$ cat src/hdl/nlsr_pkg.sv
// constants for the die status reporting block
package nlsr_pkg;

    // command codes
    localparam logic [7:0] CMD_READ_MODE     = 8'h00;
    localparam logic [7:0] CMD_READ_STATUS   = 8'h70;
    localparam logic [7:0] CMD_READ_STAT_ENH = 8'h78;
    localparam logic [7:0] CMD_RESET         = 8'hFF;
    localparam logic [7:0] CMD_SYNC_RESET    = 8'hFC;
    localparam logic [7:0] CMD_SET_FEATURES  = 8'hEF;
    localparam logic [7:0] CMD_GET_FEATURES  = 8'hEE;

    // array operation mode feature
    localparam logic [7:0] FEAT_ADDR_ARRAY_MODE = 8'h90;
    localparam logic [7:0] ARRAY_MODE_RESET     = 8'h00;
    localparam int         ARRAY_MODE_OTP_BIT   = 0;
    localparam logic [1:0] FEAT_PARAM_LAST      = 2'h3;

    // status register layout
    localparam int         SR_WP_BIT         = 7;
    localparam int         SR_RDY_BIT        = 6;
    localparam int         SR_ARRAY_READY_BIT_BIT       = 5;
    localparam int         SR_PRIOR_FAIL_BIT = 1;
    localparam int         SR_LATEST_FAIL_BIT = 0;
    localparam logic [7:0] SR_RESERVED_VALUE = 8'h00;

    // row address layout for the enhanced status read
    localparam logic [1:0] ROW_CYCLES_LAST = 2'h2;
    localparam int         ROW_PLANE_BIT   = 7;
    localparam int         ROW_LUN_BIT     = 4;

    // kinds of finished array operation reported by the core
    localparam logic [1:0] OP_PROGRAM  = 2'h0;
    localparam logic [1:0] OP_COPYBACK = 2'h1;
    localparam logic [1:0] OP_ERASE    = 2'h2;
    localparam logic [1:0] OP_READ     = 2'h3;

    // timing
    localparam int CLK_PERIOD_NS     = 4;
    localparam int STROBE_DELAY_NS   = 20;
    localparam int STROBE_DELAY_CYC  = (STROBE_DELAY_NS + CLK_PERIOD_NS - 1) / CLK_PERIOD_NS;

    // pin synchroniser width and idle levels: ce, cle, ale, we, re, wr, wp and dq
    localparam int PIN_SYNC_WIDTH = 15;
    localparam logic [PIN_SYNC_WIDTH-1:0] PIN_IDLE = 15'h4F00;

    typedef enum {
        ST_IDLE,
        ST_ENH_ADDR,
        ST_SETF_ADDR,
        ST_SETF_DATA,
        ST_GETF_ADDR
    } nlsr_state_t;

    typedef enum {
        OUT_NONE,
        OUT_STATUS,
        OUT_FEATURE,
        OUT_PAGE
    } nlsr_out_t;

endpackage

$ cat src/hdl/nlsr_sync.sv
// two flip-flop synchroniser for pin inputs
`timescale 1ns/100ps
module nlsr_sync #(
    parameter int WIDTH = 1
) (
    input  wire logic             core_clk,
    input  wire logic             reset,
    input  wire logic [WIDTH-1:0] async_in,
    output logic      [WIDTH-1:0] sync_out
);
    logic [WIDTH-1:0] meta_reg;

    // first stage feeds only the second stage
    always_ff @(posedge core_clk or posedge reset) begin
        if (reset) begin
            meta_reg <= '0;
            sync_out <= '0;
        end else begin
            meta_reg <= async_in;
            sync_out <= meta_reg;
        end
    end
endmodule // nlsr_sync

$ cat src/hdl/nlsr_strobe.sv
// data strobe generator: follows the link clock after a fixed delay
`timescale 1ns/100ps
module nlsr_strobe #(
    parameter int DELAY = nlsr_pkg::STROBE_DELAY_CYC
) (
    input  wire logic core_clk,
    input  wire logic reset,
    input  wire logic link_clk_lvl,
    input  wire logic toggle_en,
    input  wire logic drive_en,
    output logic      dqs_out,
    output logic      dqs_oe
);
    logic [DELAY-1:0] dly_reg;

    // the delay line runs always so the phase is right the moment toggling starts
    always_ff @(posedge core_clk or posedge reset) begin
        if (reset) begin
            dly_reg <= '0;
        end else begin
            dly_reg <= {dly_reg[DELAY-2:0], link_clk_lvl};
        end
    end

    // held low while driven but not toggling
    always_ff @(posedge core_clk or posedge reset) begin
        if (reset) begin
            dqs_out <= 1'b0;
            dqs_oe  <= 1'b0;
        end else begin
            dqs_out <= toggle_en & dly_reg[DELAY-1];
            dqs_oe  <= drive_en;
        end
    end
endmodule // nlsr_strobe

$ cat src/hdl/nlsr_status.sv
// die status register, status output and array operation mode feature
//
// Functional notes
// (RL1) feature 90h bit0 selects OTP array
// (RL2) FFh reset restores normal array mode
// (RL3) each die keeps its own status
// (RL4) 70h/78h enable status on DQ reads
// (RL5) async: status follows while CE#, RE# low
// (RL6) sync: status shown, DQS toggles when captured high
// (RL7) sync captured low: status shown, DQS still
// (RL8) host sends 00h to leave status mode
// (RL9) 70h reports selected die, even busy
// (RL10) multi-die host uses 78h, not 70h
// (RL11) bit7 write protect, WP# or OTP fault
// (RL12) bit6 ready-io; busy accepts only FF/FC/70/78
// (RL13) bit5 array-ready across all planes
// (RL14) bit1 previous program/copyback failed
// (RL15) bit0 latest program/erase/copyback failed
// (RL16) 70h ORs planes, 78h one plane
// (RL17) host polls 78h per plane after fail
// (RL18) 78h plus three rows selects die
// (RL19) enhanced: shared ready bits, plane fail bits
// (RL20) 78h enables die data output; 00h before data
// (RL21) host avoids 78h in reset or OTP
// (RL22) bits 4..2 zero; reserved feature bits ignored
`timescale 1ns/100ps
module nlsr_status #(
    parameter int         NUM_PLANES = 2,
    parameter logic       LUN_ADDR   = 1'b0,
    parameter int         STROBE_DLY = nlsr_pkg::STROBE_DELAY_CYC
) (
    input  wire logic                  core_clk,
    input  wire logic                  reset,
    input  wire logic                  ce_n_pin,
    input  wire logic                  cle_pin,
    input  wire logic                  ale_pin,
    input  wire logic                  we_n_pin,
    input  wire logic                  re_n_pin,
    input  wire logic                  wr_n_pin,
    input  wire logic                  wp_n_pin,
    input  wire logic [7:0]            dq_in,
    output logic      [7:0]            dq_out,
    output logic                       dq_oe,
    output logic                       dqs_out,
    output logic                       dqs_oe,
    input  wire logic                  sync_mode,
    input  wire logic                  io_busy,
    input  wire logic [NUM_PLANES-1:0] plane_busy,
    input  wire logic                  op_done,
    input  wire logic [1:0]            op_kind,
    input  wire logic [NUM_PLANES-1:0] op_planes,
    input  wire logic [NUM_PLANES-1:0] op_fail,
    input  wire logic                  otp_prot_fail,
    output logic                       array_mode_otp,
    output logic                       page_out_en,
    output logic                       die_selected,
    output logic      [7:0]            die_status
);
    import nlsr_pkg::*;

    localparam int PW = (NUM_PLANES > 1) ? $clog2(NUM_PLANES) : 1;

    function automatic logic plane_or(input logic [NUM_PLANES-1:0] bits,
                                      input logic [NUM_PLANES-1:0] mask);
        plane_or = |(bits & mask);
    endfunction

    // ---------------- pin synchronisation and edge detection
    logic [PIN_SYNC_WIDTH-1:0] pins_s;
    logic       ce_n_s, cle_s, ale_s, we_n_s, re_n_s, wr_n_s, wp_n_s;
    logic [7:0] dq_s;
    logic       we_n_d;
    logic       re_n_d;

    nlsr_sync #(
        .WIDTH (PIN_SYNC_WIDTH)
    ) u_pin_sync (
        .core_clk (core_clk),
        .reset    (reset),
        .async_in ({ce_n_pin, cle_pin, ale_pin, we_n_pin, re_n_pin, wr_n_pin,
                    wp_n_pin, dq_in} ^ PIN_IDLE),
        .sync_out (pins_s)
    );

    assign {ce_n_s, cle_s, ale_s, we_n_s, re_n_s, wr_n_s, wp_n_s, dq_s} = pins_s ^ PIN_IDLE;

    always_ff @(posedge core_clk or posedge reset) begin
        if (reset) begin
            we_n_d <= 1'b1;
            re_n_d <= 1'b1;
        end else begin
            we_n_d <= we_n_s;
            re_n_d <= re_n_s;
        end
    end

    // latch edge of WE# (async) or CLK (sync), and end of a read request
    logic we_rise;
    logic re_rise;
    logic cmd_cycle;
    logic addr_cycle;
    logic data_cycle;

    assign we_rise    = we_n_s & ~we_n_d & ~ce_n_s;
    assign re_rise    = re_n_s & ~re_n_d & ~ce_n_s;
    assign cmd_cycle  = we_rise & cle_s & ~ale_s;
    assign addr_cycle = we_rise & ale_s & ~cle_s;
    assign data_cycle = we_rise & ~ale_s & ~cle_s;

    // ---------------- command acceptance
    logic [7:0] cmd;
    logic       cmd_ok;

    assign cmd = dq_s;
    // while busy only the reset and status commands get through
    assign cmd_ok = cmd_cycle & (~io_busy | (cmd == CMD_RESET) |
                    (cmd == CMD_SYNC_RESET) | (cmd == CMD_READ_STATUS) |
                    (cmd == CMD_READ_STAT_ENH)); // RL12

    // ---------------- command sequencer
    nlsr_state_t state_reg;
    logic [1:0]  cyc_cnt_reg;
    logic [7:0]  feat_addr_reg;
    logic        enh_plane_hit_reg;
    logic [PW-1:0] enh_plane_reg;

    always_ff @(posedge core_clk or posedge reset) begin
        if (reset) begin
            state_reg   <= ST_IDLE;
            cyc_cnt_reg <= 2'h0;
        end else if (cmd_ok) begin
            cyc_cnt_reg <= 2'h0;
            case (cmd)
                CMD_READ_STAT_ENH: state_reg <= ST_ENH_ADDR;
                CMD_SET_FEATURES:  state_reg <= ST_SETF_ADDR;
                CMD_GET_FEATURES:  state_reg <= ST_GETF_ADDR;
                default:           state_reg <= ST_IDLE;
            endcase
        end else begin
            case (state_reg)
                ST_ENH_ADDR: begin
                    if (addr_cycle) begin
                        cyc_cnt_reg <= cyc_cnt_reg + 2'h1;
                        if (cyc_cnt_reg == ROW_CYCLES_LAST) begin
                            state_reg <= ST_IDLE;
                        end
                    end
                end
                ST_SETF_ADDR: begin
                    if (addr_cycle) begin
                        state_reg <= ST_SETF_DATA;
                    end
                end
                ST_SETF_DATA: begin
                    if (data_cycle) begin
                        cyc_cnt_reg <= cyc_cnt_reg + 2'h1;
                        if (cyc_cnt_reg == FEAT_PARAM_LAST) begin
                            state_reg <= ST_IDLE;
                        end
                    end
                end
                ST_GETF_ADDR: begin
                    if (addr_cycle) begin
                        state_reg <= ST_IDLE;
                    end
                end
                default: state_reg <= ST_IDLE;
            endcase
        end
    end

    always_ff @(posedge core_clk or posedge reset) begin
        if (reset) begin
            feat_addr_reg <= 8'h00;
        end else if (addr_cycle && (state_reg == ST_SETF_ADDR || state_reg == ST_GETF_ADDR)) begin
            feat_addr_reg <= dq_s;
        end
    end

    // plane of the enhanced read comes from the first row cycle
    always_ff @(posedge core_clk or posedge reset) begin
        if (reset) begin
            enh_plane_reg <= '0;
        end else if (addr_cycle && state_reg == ST_ENH_ADDR && cyc_cnt_reg == 2'h0) begin
            enh_plane_reg <= PW'(dq_s[ROW_PLANE_BIT]); // RL19
        end
    end

    assign enh_plane_hit_reg = addr_cycle && (state_reg == ST_ENH_ADDR) &&
                               (cyc_cnt_reg == ROW_CYCLES_LAST);

    // ---------------- die selection and output mode
    logic      selected_reg;
    logic      enhanced_reg;
    nlsr_out_t out_mode_reg;
    logic      lun_match;

    assign lun_match = (dq_s[ROW_LUN_BIT] == LUN_ADDR);

    // a single die answers 70h from reset; 78h moves the selection
    always_ff @(posedge core_clk or posedge reset) begin
        if (reset) begin
            selected_reg <= 1'b1;
        end else if (enh_plane_hit_reg) begin
            selected_reg <= lun_match; // RL18
        end
    end

    always_ff @(posedge core_clk or posedge reset) begin
        if (reset) begin
            out_mode_reg <= OUT_NONE;
            enhanced_reg <= 1'b0;
        end else if (enh_plane_hit_reg) begin
            out_mode_reg <= lun_match ? OUT_STATUS : OUT_NONE; // RL18
            enhanced_reg <= 1'b1; // RL16
        end else if (addr_cycle && state_reg == ST_GETF_ADDR) begin
            out_mode_reg <= OUT_FEATURE;
        end else if (cmd_ok) begin
            case (cmd)
                CMD_READ_STATUS: begin
                    // busy or not, the last selected die answers
                    out_mode_reg <= selected_reg ? OUT_STATUS : OUT_NONE; // RL9
                    enhanced_reg <= 1'b0; // RL16
                end
                CMD_READ_STAT_ENH: out_mode_reg <= OUT_NONE;
                // leaving status restores page data output on the selected die
                CMD_READ_MODE: out_mode_reg <= selected_reg ? OUT_PAGE : OUT_NONE; // RL20
                default:       out_mode_reg <= OUT_NONE;
            endcase
        end
    end

    // ---------------- array operation mode feature
    logic array_mode_reg;

    always_ff @(posedge core_clk or posedge reset) begin
        if (reset) begin
            array_mode_reg <= ARRAY_MODE_RESET[ARRAY_MODE_OTP_BIT];
        end else if (cmd_ok && cmd == CMD_RESET) begin
            array_mode_reg <= ARRAY_MODE_RESET[ARRAY_MODE_OTP_BIT]; // RL2
        end else if (data_cycle && state_reg == ST_SETF_DATA && cyc_cnt_reg == 2'h0 &&
                     feat_addr_reg == FEAT_ADDR_ARRAY_MODE) begin
            // only bit 0 is kept, reserved bits are dropped
            array_mode_reg <= dq_s[ARRAY_MODE_OTP_BIT]; // RL1 RL22
        end
    end

    // ---------------- status sources
    logic                  otp_unprot_reg;
    logic [NUM_PLANES-1:0] latest_fail_reg;
    logic [NUM_PLANES-1:0] prior_fail_reg;
    logic [NUM_PLANES-1:0] active_planes_reg;
    logic                  fail_tracked;

    // OTP fault marker restarts each time OTP mode is (re)entered
    always_ff @(posedge core_clk or posedge reset) begin
        if (reset) begin
            otp_unprot_reg <= 1'b1;
        end else if (!array_mode_reg) begin
            otp_unprot_reg <= 1'b1;
        end else if (otp_prot_fail) begin
            otp_unprot_reg <= 1'b0; // RL11
        end
    end

    assign fail_tracked = op_done & (op_kind != OP_READ);

    // per plane history; reads leave the fail bits untouched
    genvar p;
    generate
        for (p = 0; p < NUM_PLANES; p++) begin : g_plane
            always_ff @(posedge core_clk or posedge reset) begin
                if (reset) begin
                    latest_fail_reg[p] <= 1'b0;
                    prior_fail_reg[p]  <= 1'b0;
                end else if (fail_tracked && op_planes[p]) begin
                    latest_fail_reg[p] <= op_fail[p]; // RL15
                    // erase is outside the previous-op history
                    if (op_kind != OP_ERASE) begin
                        prior_fail_reg[p] <= latest_fail_reg[p]; // RL14
                    end
                end
            end
        end
    endgenerate

    always_ff @(posedge core_clk or posedge reset) begin
        if (reset) begin
            active_planes_reg <= '0;
        end else if (fail_tracked) begin
            active_planes_reg <= op_planes;
        end
    end

    // ---------------- status register assembly
    logic [NUM_PLANES-1:0] plane_mask;
    logic [7:0]            status_next;

    always_comb begin
        plane_mask = '0;
        plane_mask[enh_plane_reg] = 1'b1;
        if (!enhanced_reg) begin
            plane_mask = active_planes_reg; // RL16
        end
        status_next = SR_RESERVED_VALUE; // RL22
        status_next[SR_WP_BIT] = array_mode_reg ? otp_unprot_reg : wp_n_s; // RL11
        status_next[SR_RDY_BIT] = ~io_busy; // RL12
        // ready bits shared by all planes of this die
        status_next[SR_ARRAY_READY_BIT_BIT] = ~(|plane_busy); // RL13 RL19
        status_next[SR_PRIOR_FAIL_BIT] = plane_or(prior_fail_reg, plane_mask); // RL14 RL19
        status_next[SR_LATEST_FAIL_BIT] = plane_or(latest_fail_reg, plane_mask); // RL15 RL19
    end

    // this die's own register, never shared with another die
    always_ff @(posedge core_clk or posedge reset) begin
        if (reset) begin
            die_status <= SR_RESERVED_VALUE;
        end else begin
            die_status <= status_next; // RL3
        end
    end

    // ---------------- feature read index
    logic [1:0] feat_idx_reg;

    always_ff @(posedge core_clk or posedge reset) begin
        if (reset) begin
            feat_idx_reg <= 2'h0;
        end else if (out_mode_reg != OUT_FEATURE) begin
            feat_idx_reg <= 2'h0;
        end else if (re_rise && feat_idx_reg != FEAT_PARAM_LAST) begin
            feat_idx_reg <= feat_idx_reg + 2'h1;
        end
    end

    // ---------------- DQ output
    logic out_active;
    logic async_drive;
    logic sync_drive;
    logic [7:0] out_byte;

    assign out_active  = (out_mode_reg == OUT_STATUS) || (out_mode_reg == OUT_FEATURE);
    assign async_drive = ~sync_mode & ~ce_n_s & ~re_n_s; // RL5
    assign sync_drive  = sync_mode & ~ce_n_s & ~wr_n_s; // RL6 RL7

    always_comb begin
        out_byte = 8'h00;
        if (out_mode_reg == OUT_STATUS) begin
            out_byte = die_status; // RL4
        end else if (feat_idx_reg == 2'h0 && feat_addr_reg == FEAT_ADDR_ARRAY_MODE) begin
            out_byte[ARRAY_MODE_OTP_BIT] = array_mode_reg;
        end
    end

    // refreshed every cycle so live status changes reach the pins without new requests
    always_ff @(posedge core_clk or posedge reset) begin
        if (reset) begin
            dq_out <= 8'h00;
            dq_oe  <= 1'b0;
        end else begin
            dq_out <= out_byte; // RL4 RL5
            dq_oe  <= out_active & (async_drive | sync_drive); // RL5 RL6 RL7
        end
    end

    // ---------------- DQS in synchronous mode
    logic cap_hi_reg;

    // ALE and CLE captured at the link clock rising edge; a deselect forgets them
    always_ff @(posedge core_clk or posedge reset) begin
        if (reset) begin
            cap_hi_reg <= 1'b0;
        end else if (ce_n_s | (we_n_s & ~we_n_d)) begin
            cap_hi_reg <= ~ce_n_s & ale_s & cle_s;
        end
    end

    nlsr_strobe #(
        .DELAY (STROBE_DLY)
    ) u_strobe (
        .core_clk     (core_clk),
        .reset        (reset),
        .link_clk_lvl (we_n_s),
        .toggle_en    (out_active & sync_drive & cap_hi_reg), // RL6 RL7
        .drive_en     (out_active & sync_drive),
        .dqs_out      (dqs_out),
        .dqs_oe       (dqs_oe)
    );

    assign array_mode_otp = array_mode_reg;
    assign page_out_en    = (out_mode_reg == OUT_PAGE);
    assign die_selected   = selected_reg;

endmodule // nlsr_status

$ cat config.mk
export PLATFORM = sky130hd
export DESIGN_NAME = nlsr_status
export DESIGN_NICKNAME = d
export VERILOG_FILES = /design/src/hdl/nlsr_pkg.sv /design/src/hdl/nlsr_sync.sv /design/src/hdl/nlsr_strobe.sv /design/src/hdl/nlsr_status.sv
export SDC_FILE = /design/constraint.sdc
export NUM_CORES = 1
export LEC_CHECK = 0
export BUFFER_PORTS_ARGS = -buffer_cell sky130_fd_sc_hd__buf_2
export CORE_ASPECT_RATIO = 0.7
export CORE_UTILIZATION = 30
export DETAILED_ROUTE_END_ITERATION = 8
export GPL_ROUTABILITY_DRIVEN = 0
export HOLD_SLACK_MARGIN = 0.08
export PLACE_DENSITY = 0.6
export SYNTH_ARGS = -nofsm -noshare
export SYNTH_HDL_FRONTEND = slang
export SYNTH_HIERARCHICAL = 1
export SYNTH_SLANG_ARGS = --single-unit
$ cat constraint.sdc
create_clock -name core_clk -period 2.1 [get_ports core_clk]
set_input_delay 0 -clock core_clk [delete_from_list [all_inputs] [get_ports core_clk]]
set_output_delay 0 -clock core_clk [all_outputs]
set_load 0.02 [all_outputs]
---- After elaboration in Yosys (flattened, before gate mapping) ----
Index checks and enable logic that the tools add are counted.
W data, S select, Z words.
cells by class
  add/sub/neg operators ................... 2
  order comparisons ....................... 2
  eq/ne operators ......................... 32
  muxes and demuxes ....................... 37
  bitwise gates (word level) .............. 43
  reduce and logical (&&, ||, !) cells .... 33
operators with widths
  kind                   number
  $mux W32               10
  $eq A32 B3 Y1 const B  5
  $eq A32 B2 Y1 const B  4
  $pmux W32 S4           1
  $eq A8 B8 Y1 const B   5
  $eq A32 B1 Y1 const B  1
  $eq A32 B4 Y1 const B  1
  $ne A32 B3 Y1 const B  1
  $and A1 B1 Y1          22
  $ne A3 B3 Y1 const B   6
  $eq A8 B7 Y1 const B   2
  $logic_and A1 B1 Y1    14
  $mux W1                14
  $mux W2                7
  $not A1 Y1             11
  $ne A2 B2 Y1 const B   5
  $not A5 Y5             2
  $pmux W3 S3            1
  $logic_not A8 Y1       1
  $pmux W2 S2            2
  $reduce_bool A2 Y1     4
  $mux W7                1
  $or A1 B1 Y1           6
  $reduce_and A3 Y1      2
  other kinds (12)       21
word-level totals
  register bits after elaboration ......... 141
  bits of input ports ..................... 29
  logic and storage cells ................. 175

---- Logic depth before layout (Yosys ltp) ----
  depth after elaboration ................. 10
  mapped depth ............................ 7
  depth with buffers taken out ............ 7

---- Modules after synthesis ----
The synthesis kept the hierarchy.
by module, submodules not included
  module       times used  cells each  area an instance (sq um)  sequential area each (sq um)
  nlsr_status  1           209         2182.1                    1056.0
  nlsr_sync    1           31          754.5                     750.7
  nlsr_strobe  1           9           185.2                     175.2

---- Least setup slack after synthesis ----
No wires, ideal clock.
  path kind ............................... flip-flop to flip-flop
  start point ............................. register u_pin_sync.sync_out[7]
  end point ............................... register enhanced_reg
  arrival time ............................ 1.780 ns
  slack ................................... 0.193 ns
  cell stages (with the launch flop) ...... 6
  clock period less this slack ............ 1.907 ns
  cell sequence ........................... dfrtp_1 -> or4_4 -> and2_4 -> a221o_2 -> o41ai_1 -> nand2_1
between the ends
  longest elaborated chain between the ends .. 8
ends and longest elaborated chain
  what                                    RTL line            source
  start, declared                         nlsr_sync.sv:9      output logic [WIDTH-1:0] sync_out
  start signal, assigned                  nlsr_sync.sv:20     sync_out <= meta_reg;
  $eq A8 B8 Y1                            nlsr_status.sv:116  assign cmd_ok = cmd_cycle & (~io_busy | (cmd == CMD_RESET) |
  $or A1 B1 Y1 (2 in a row)               nlsr_status.sv:116
  $or A1 B1 Y1 (2 in a row)               nlsr_status.sv:117  (cmd == CMD_SYNC_RESET) | (cmd == CMD_READ_STATUS) |
  $and A1 B1 Y1                           nlsr_status.sv:116
  $reduce_bool A2 Y1 (no source line)     n/a
  $reduce_and A3 Y1 (no source line) (*)  n/a
  end signal, assigned                    nlsr_status.sv:212  enhanced_reg <= 1'b0;
  end signal, assigned                    nlsr_status.sv:215  enhanced_reg <= 1'b1;
  end signal, assigned                    nlsr_status.sv:223  enhanced_reg <= 1'b0;
  end, declared                           nlsr_status.sv:194  logic enhanced_reg;
Every way passes the cells marked *; elsewhere a longest branch is shown, timed or not.
A chain may end at the register's enable or synchronous reset.

---- Worst setup path after layout ----
  start point ............................. register u_pin_sync.sync_out[7]
  end point ............................... register state_reg[0]
between the ends
  longest elaborated chain between the ends .. 8
ends and longest elaborated chain
  what                                RTL line            source
  $eq A8 B8 Y1                        nlsr_status.sv:116
  $or A1 B1 Y1 (2 in a row)           nlsr_status.sv:116
  $or A1 B1 Y1 (2 in a row)           nlsr_status.sv:117
  $and A1 B1 Y1                       nlsr_status.sv:116
  $ne A3 B3 Y1 (no source line)       n/a
  $reduce_and A6 Y1 (no source line)  n/a
  end signal, assigned                nlsr_status.sv:129  state_reg <= ST_IDLE;
  end signal, assigned                nlsr_status.sv:134  CMD_READ_STAT_ENH: state_reg <= ST_ENH_ADDR;
  end signal, assigned                nlsr_status.sv:135  CMD_SET_FEATURES: state_reg <= ST_SETF_ADDR;
  end, declared                       nlsr_status.sv:121  nlsr_state_t state_reg;
Several ways; a longest one is shown, not always the timed one.

==> results by group <==
Placement
  • Dpl cell area: 0.00353 sq mm
  • Placed cells: roughly 430
  • Buffers on Ports: 44
  • Hpwl dp: 4560 um

Timing
  • Worst hold margin: between 0.07 and 0.08 ns
  • Final Hold Fails: 0
  • RSZ-0062 raised after global routing: false
  • Pins over their slew limit: 0
  • Slew @ Worst Pin: 0.692 ns
  • Slew HR: 53.2%
  • Fmax: 489 MHz
  • Worst Clk Skew: 0.00635 ns
  • Setup TNS: 0 ns
  • Period Utilization, post-route: 97.3%
  • Final Critical Period: 2.04 ns
  • Endpoints failing setup: 0

Synth
  • Yosys Warn Count: 6
  • Ys flop type: dfrtp_1
  • #FFs+latches synth: between 70 and 80
  • Register area share after synthesis: between 60% and 70%
  • Number of synthesized flops with an enable pin: 0
  • Cells after synthesis: roughly 250
  • Avg Inst Size Synth: between 10 and 15 sq um
  • Leading area contributor after synthesis: dfrtp_1
  • Share of the synthesized area in the top cell type: 60.1%
  • Synth cell types: slightly below 50
  • Ys async rst share: 100%
  • Post-Syn Area: ~0.0031 sq mm
  • Top post-synthesis cells by area: dfrtp_1 (60%), mux2_2 (4.3%), dfstp_2 (3.4%)

Worst setup path
  • CP startpoint kind: flip-flop
  • CP peak stage delay: 0.59 ns
  • CP max FO: 6
  • Setup CP Type: flip-flop to flip-flop
  • Worst Setup End Kind: flip-flop
  • Critical path launch point: u_pin_sync/sync_out[7]$_DFF_PP0_
  • Crit-path cells: or4_4 -> or3_1 -> o2bb2a_2 -> o21a_1 -> a211oi_2
  • FF-to-FF End: state_reg[0]$_DFFE_PP0P_
  • Critical-path top delay cell: or4_4
  • RR Startpoint: u_pin_sync/sync_out[7]$_DFF_PP0_
  • R2R Setup Slk: ~0.056 ns
  • Required @ worst endpoint: between 2 and 2.5 ns
  • CP Data Arrival Time: 2.29 ns
  • Worst Reg-to-Reg Cells: 5
  • Crit path to: state_reg[0]$_DFFE_PP0P_

Clock tree
  • CTS tree: done
  • H-tree Lvls: 3
  • Clock insertion delay at the later pin of the skew report: 0.33 ns
  • Total CTS buffers: 9
  • Reg clk slew, reported paths: 0.06 ns
  • # clock sinks: around 80
  • Max Root-Sink Buffers: 2
  • CTS root buf: clkbuf_16

Job
  • Max Cap Viol: 0

Finish
  • Layout Area Growth over Synthesis: 31.9%
  • Final-stage net count: 374
  • Fillers: between 900 and 1,000
  • Non-filler cells, final: between 400 and 500
  • Number of diodes: 0
  • Final Cell Area: 0.00412 sq mm
  • Share of layout cells above drive strength 1: 29.2%

Global routing
  • Largest net degree at the start of global routing: 31
  • Overflow after GRT: 0
  • Number of global-route vias before repair: 2,090
  • Initial antenna violation count: 0
  • Total GRT Usage: 13.2%
  • First-pass GRT wire length: roughly 10,000 um

Drt
  • Post-route DRC: 0
  • Routed WL: 6320 um
  • ANT nets after route: 0
  • Starting DRT DRC Count: between 100 and 150
  • Vias per cell: 4.37
  • WL per Instance: 13.4 um
  • Pre-Repair DR Iteration Count: 4
  • Vias post-DR: slightly above 2,000

Power
  • Maximum VDD drop: 522 uV
  • Power per cell area: approximately 900 mW/mm^2
  • Pleak: 1.94 nW

Die
  • Die ar.: 0.0108 sq mm
  • Core region area: 0.00991 sq mm
  • Num rows: 30
  • Top-Level Pins: 51
  • Die Span Y: 87.3 um
  • Initial Utilization: a little under a third
  • Die width: 124 um

Outcome
  • Status: finished, final reports clean

Worst hold path
  • Hold Crit Class: input port to flip-flop
layer usage:
layer  global-route usage [%]  vias to the layer above  share of wire, %
met5                        0                        -                 0
met4                     4.33                        0              0.76
li1                         -                     1005                 -
met3                     4.58                        5               5.6
met1                     18.4                      990                49
met2                     19.2                       52                45
critical path, delay by kind of cell (launching register included):
family	cells	cell delay (ns)
flip-flops	1	0.42
AND/OR/NAND/NOR	2	0.96
AO/OA/AOI/OAI	3	0.58
through the flow:
step / setup slack [ns] / total power, mW / utilization (%)
floorplan: 0.193 / 2.03 / -
global placement: 0.108 / 2.18 / 35.6
detailed placement: 0.0370 / 2.19 / 35.6
CTS: 0.0232 / 3.73 / 41.3
global route: 0.00518 / 3.87 / 41.5
finish: 0.0557 / 3.69 / 41.5
placed cells by master (no fill, tap or decap), types with 8 or more instances in the layout:
master	Yosys	final
buf_2	1	44
buf_4	6	10
clkbuf_16	0	9
dfrtp_1	75	75
dlygate4sd3_1	0	28
ha_1	8	8
inv_1	22	22
mux2_2	12	12
nand2_1	16	16
nor2_1	14	14
o21ai_0	10	10
cell usage after synthesis, drive strengths merged, types with 2 or more instances:
cell    number
ha           8
inv         22
nor3         3
a21oi        4
a21boi       3
or3b         2
o21ai       10
nor2b        4
and2         9
or3          3
buf          7
a22o         3
mux2        12
dfrtp       75
o21a         3
nor4b        3
and3         2
nand3        4
mux2i        5
clkbuf       3
dfstp        4
nor2        14
xnor2        5
nand4        2
nand2b       3
a211oi       2
a31oi        2
nand2       16
power breakdown:
group          switching, mW  internal, mW
Clock                  0.609         0.873
Sequential            0.0759          1.65
Combinational          0.256         0.222
worst min path at each step:
stage	startpoint	end	slack [ns]	cells after the start
3_3_place_gp	reset	u_strobe/dly_reg[0]$_DFF_PP0_	-0.05	2
3_5_place_dp	reset	u_strobe/dly_reg[0]$_DFF_PP0_	-0.03	2
2_1_floorplan	reset	u_strobe/dly_reg[0]$_DFF_PP0_	-0.20	1
5_1_grt	op_kind[0]	active_planes_reg[0]$_DFFE_PP0P_	0.09	3
6_report	op_kind[0]	active_planes_reg[0]$_DFFE_PP0P_	0.08	3
4_1_cts	op_kind[0]	active_planes_reg[0]$_DFFE_PP0P_	0.08	3
repair_timing:
item / in CTS / in global routing
setup endpoints to repair: 0 / 7
hold buffers: 28 / 0
resized for setup: 0 / 2
hold endpoints to repair: 105 / 0
setup buffers: 0 / 1
final cells by class:
| type | instances | area, sq um | share of cell area [%] |
|---|---|---|---|
| Tap cell | 128 | 160 | 3.89 |
| Clock buffer | 11 | 253 | 6.14 |
| Sequential cell | 79 | 1980 | 48.1 |
| Inverter | 22 | 82.6 | 2.01 |
| Clock inverter | 5 | 36.3 | 0.881 |
| Timing Repair Buffer | 82 | 576 | 14.0 |
| Multi-Input combinational cell | 143 | 1030 | 25.0 |
cell families after synthesis:
kind of cell,count (synthesis),synth area share (%)
AO/OA/AOI/OAI,36,8.78
XOR/XNOR,5,1.40
adder cells (fa/ha/maj),8,3.21
buffers and inverters,32,4.61
flip-flops,79,63.5
multiplexers,17,5.93
other,1,0.120
AND/OR/NAND/NOR,71,12.5
No activity file was read; power rests on OpenSTA's default activity.
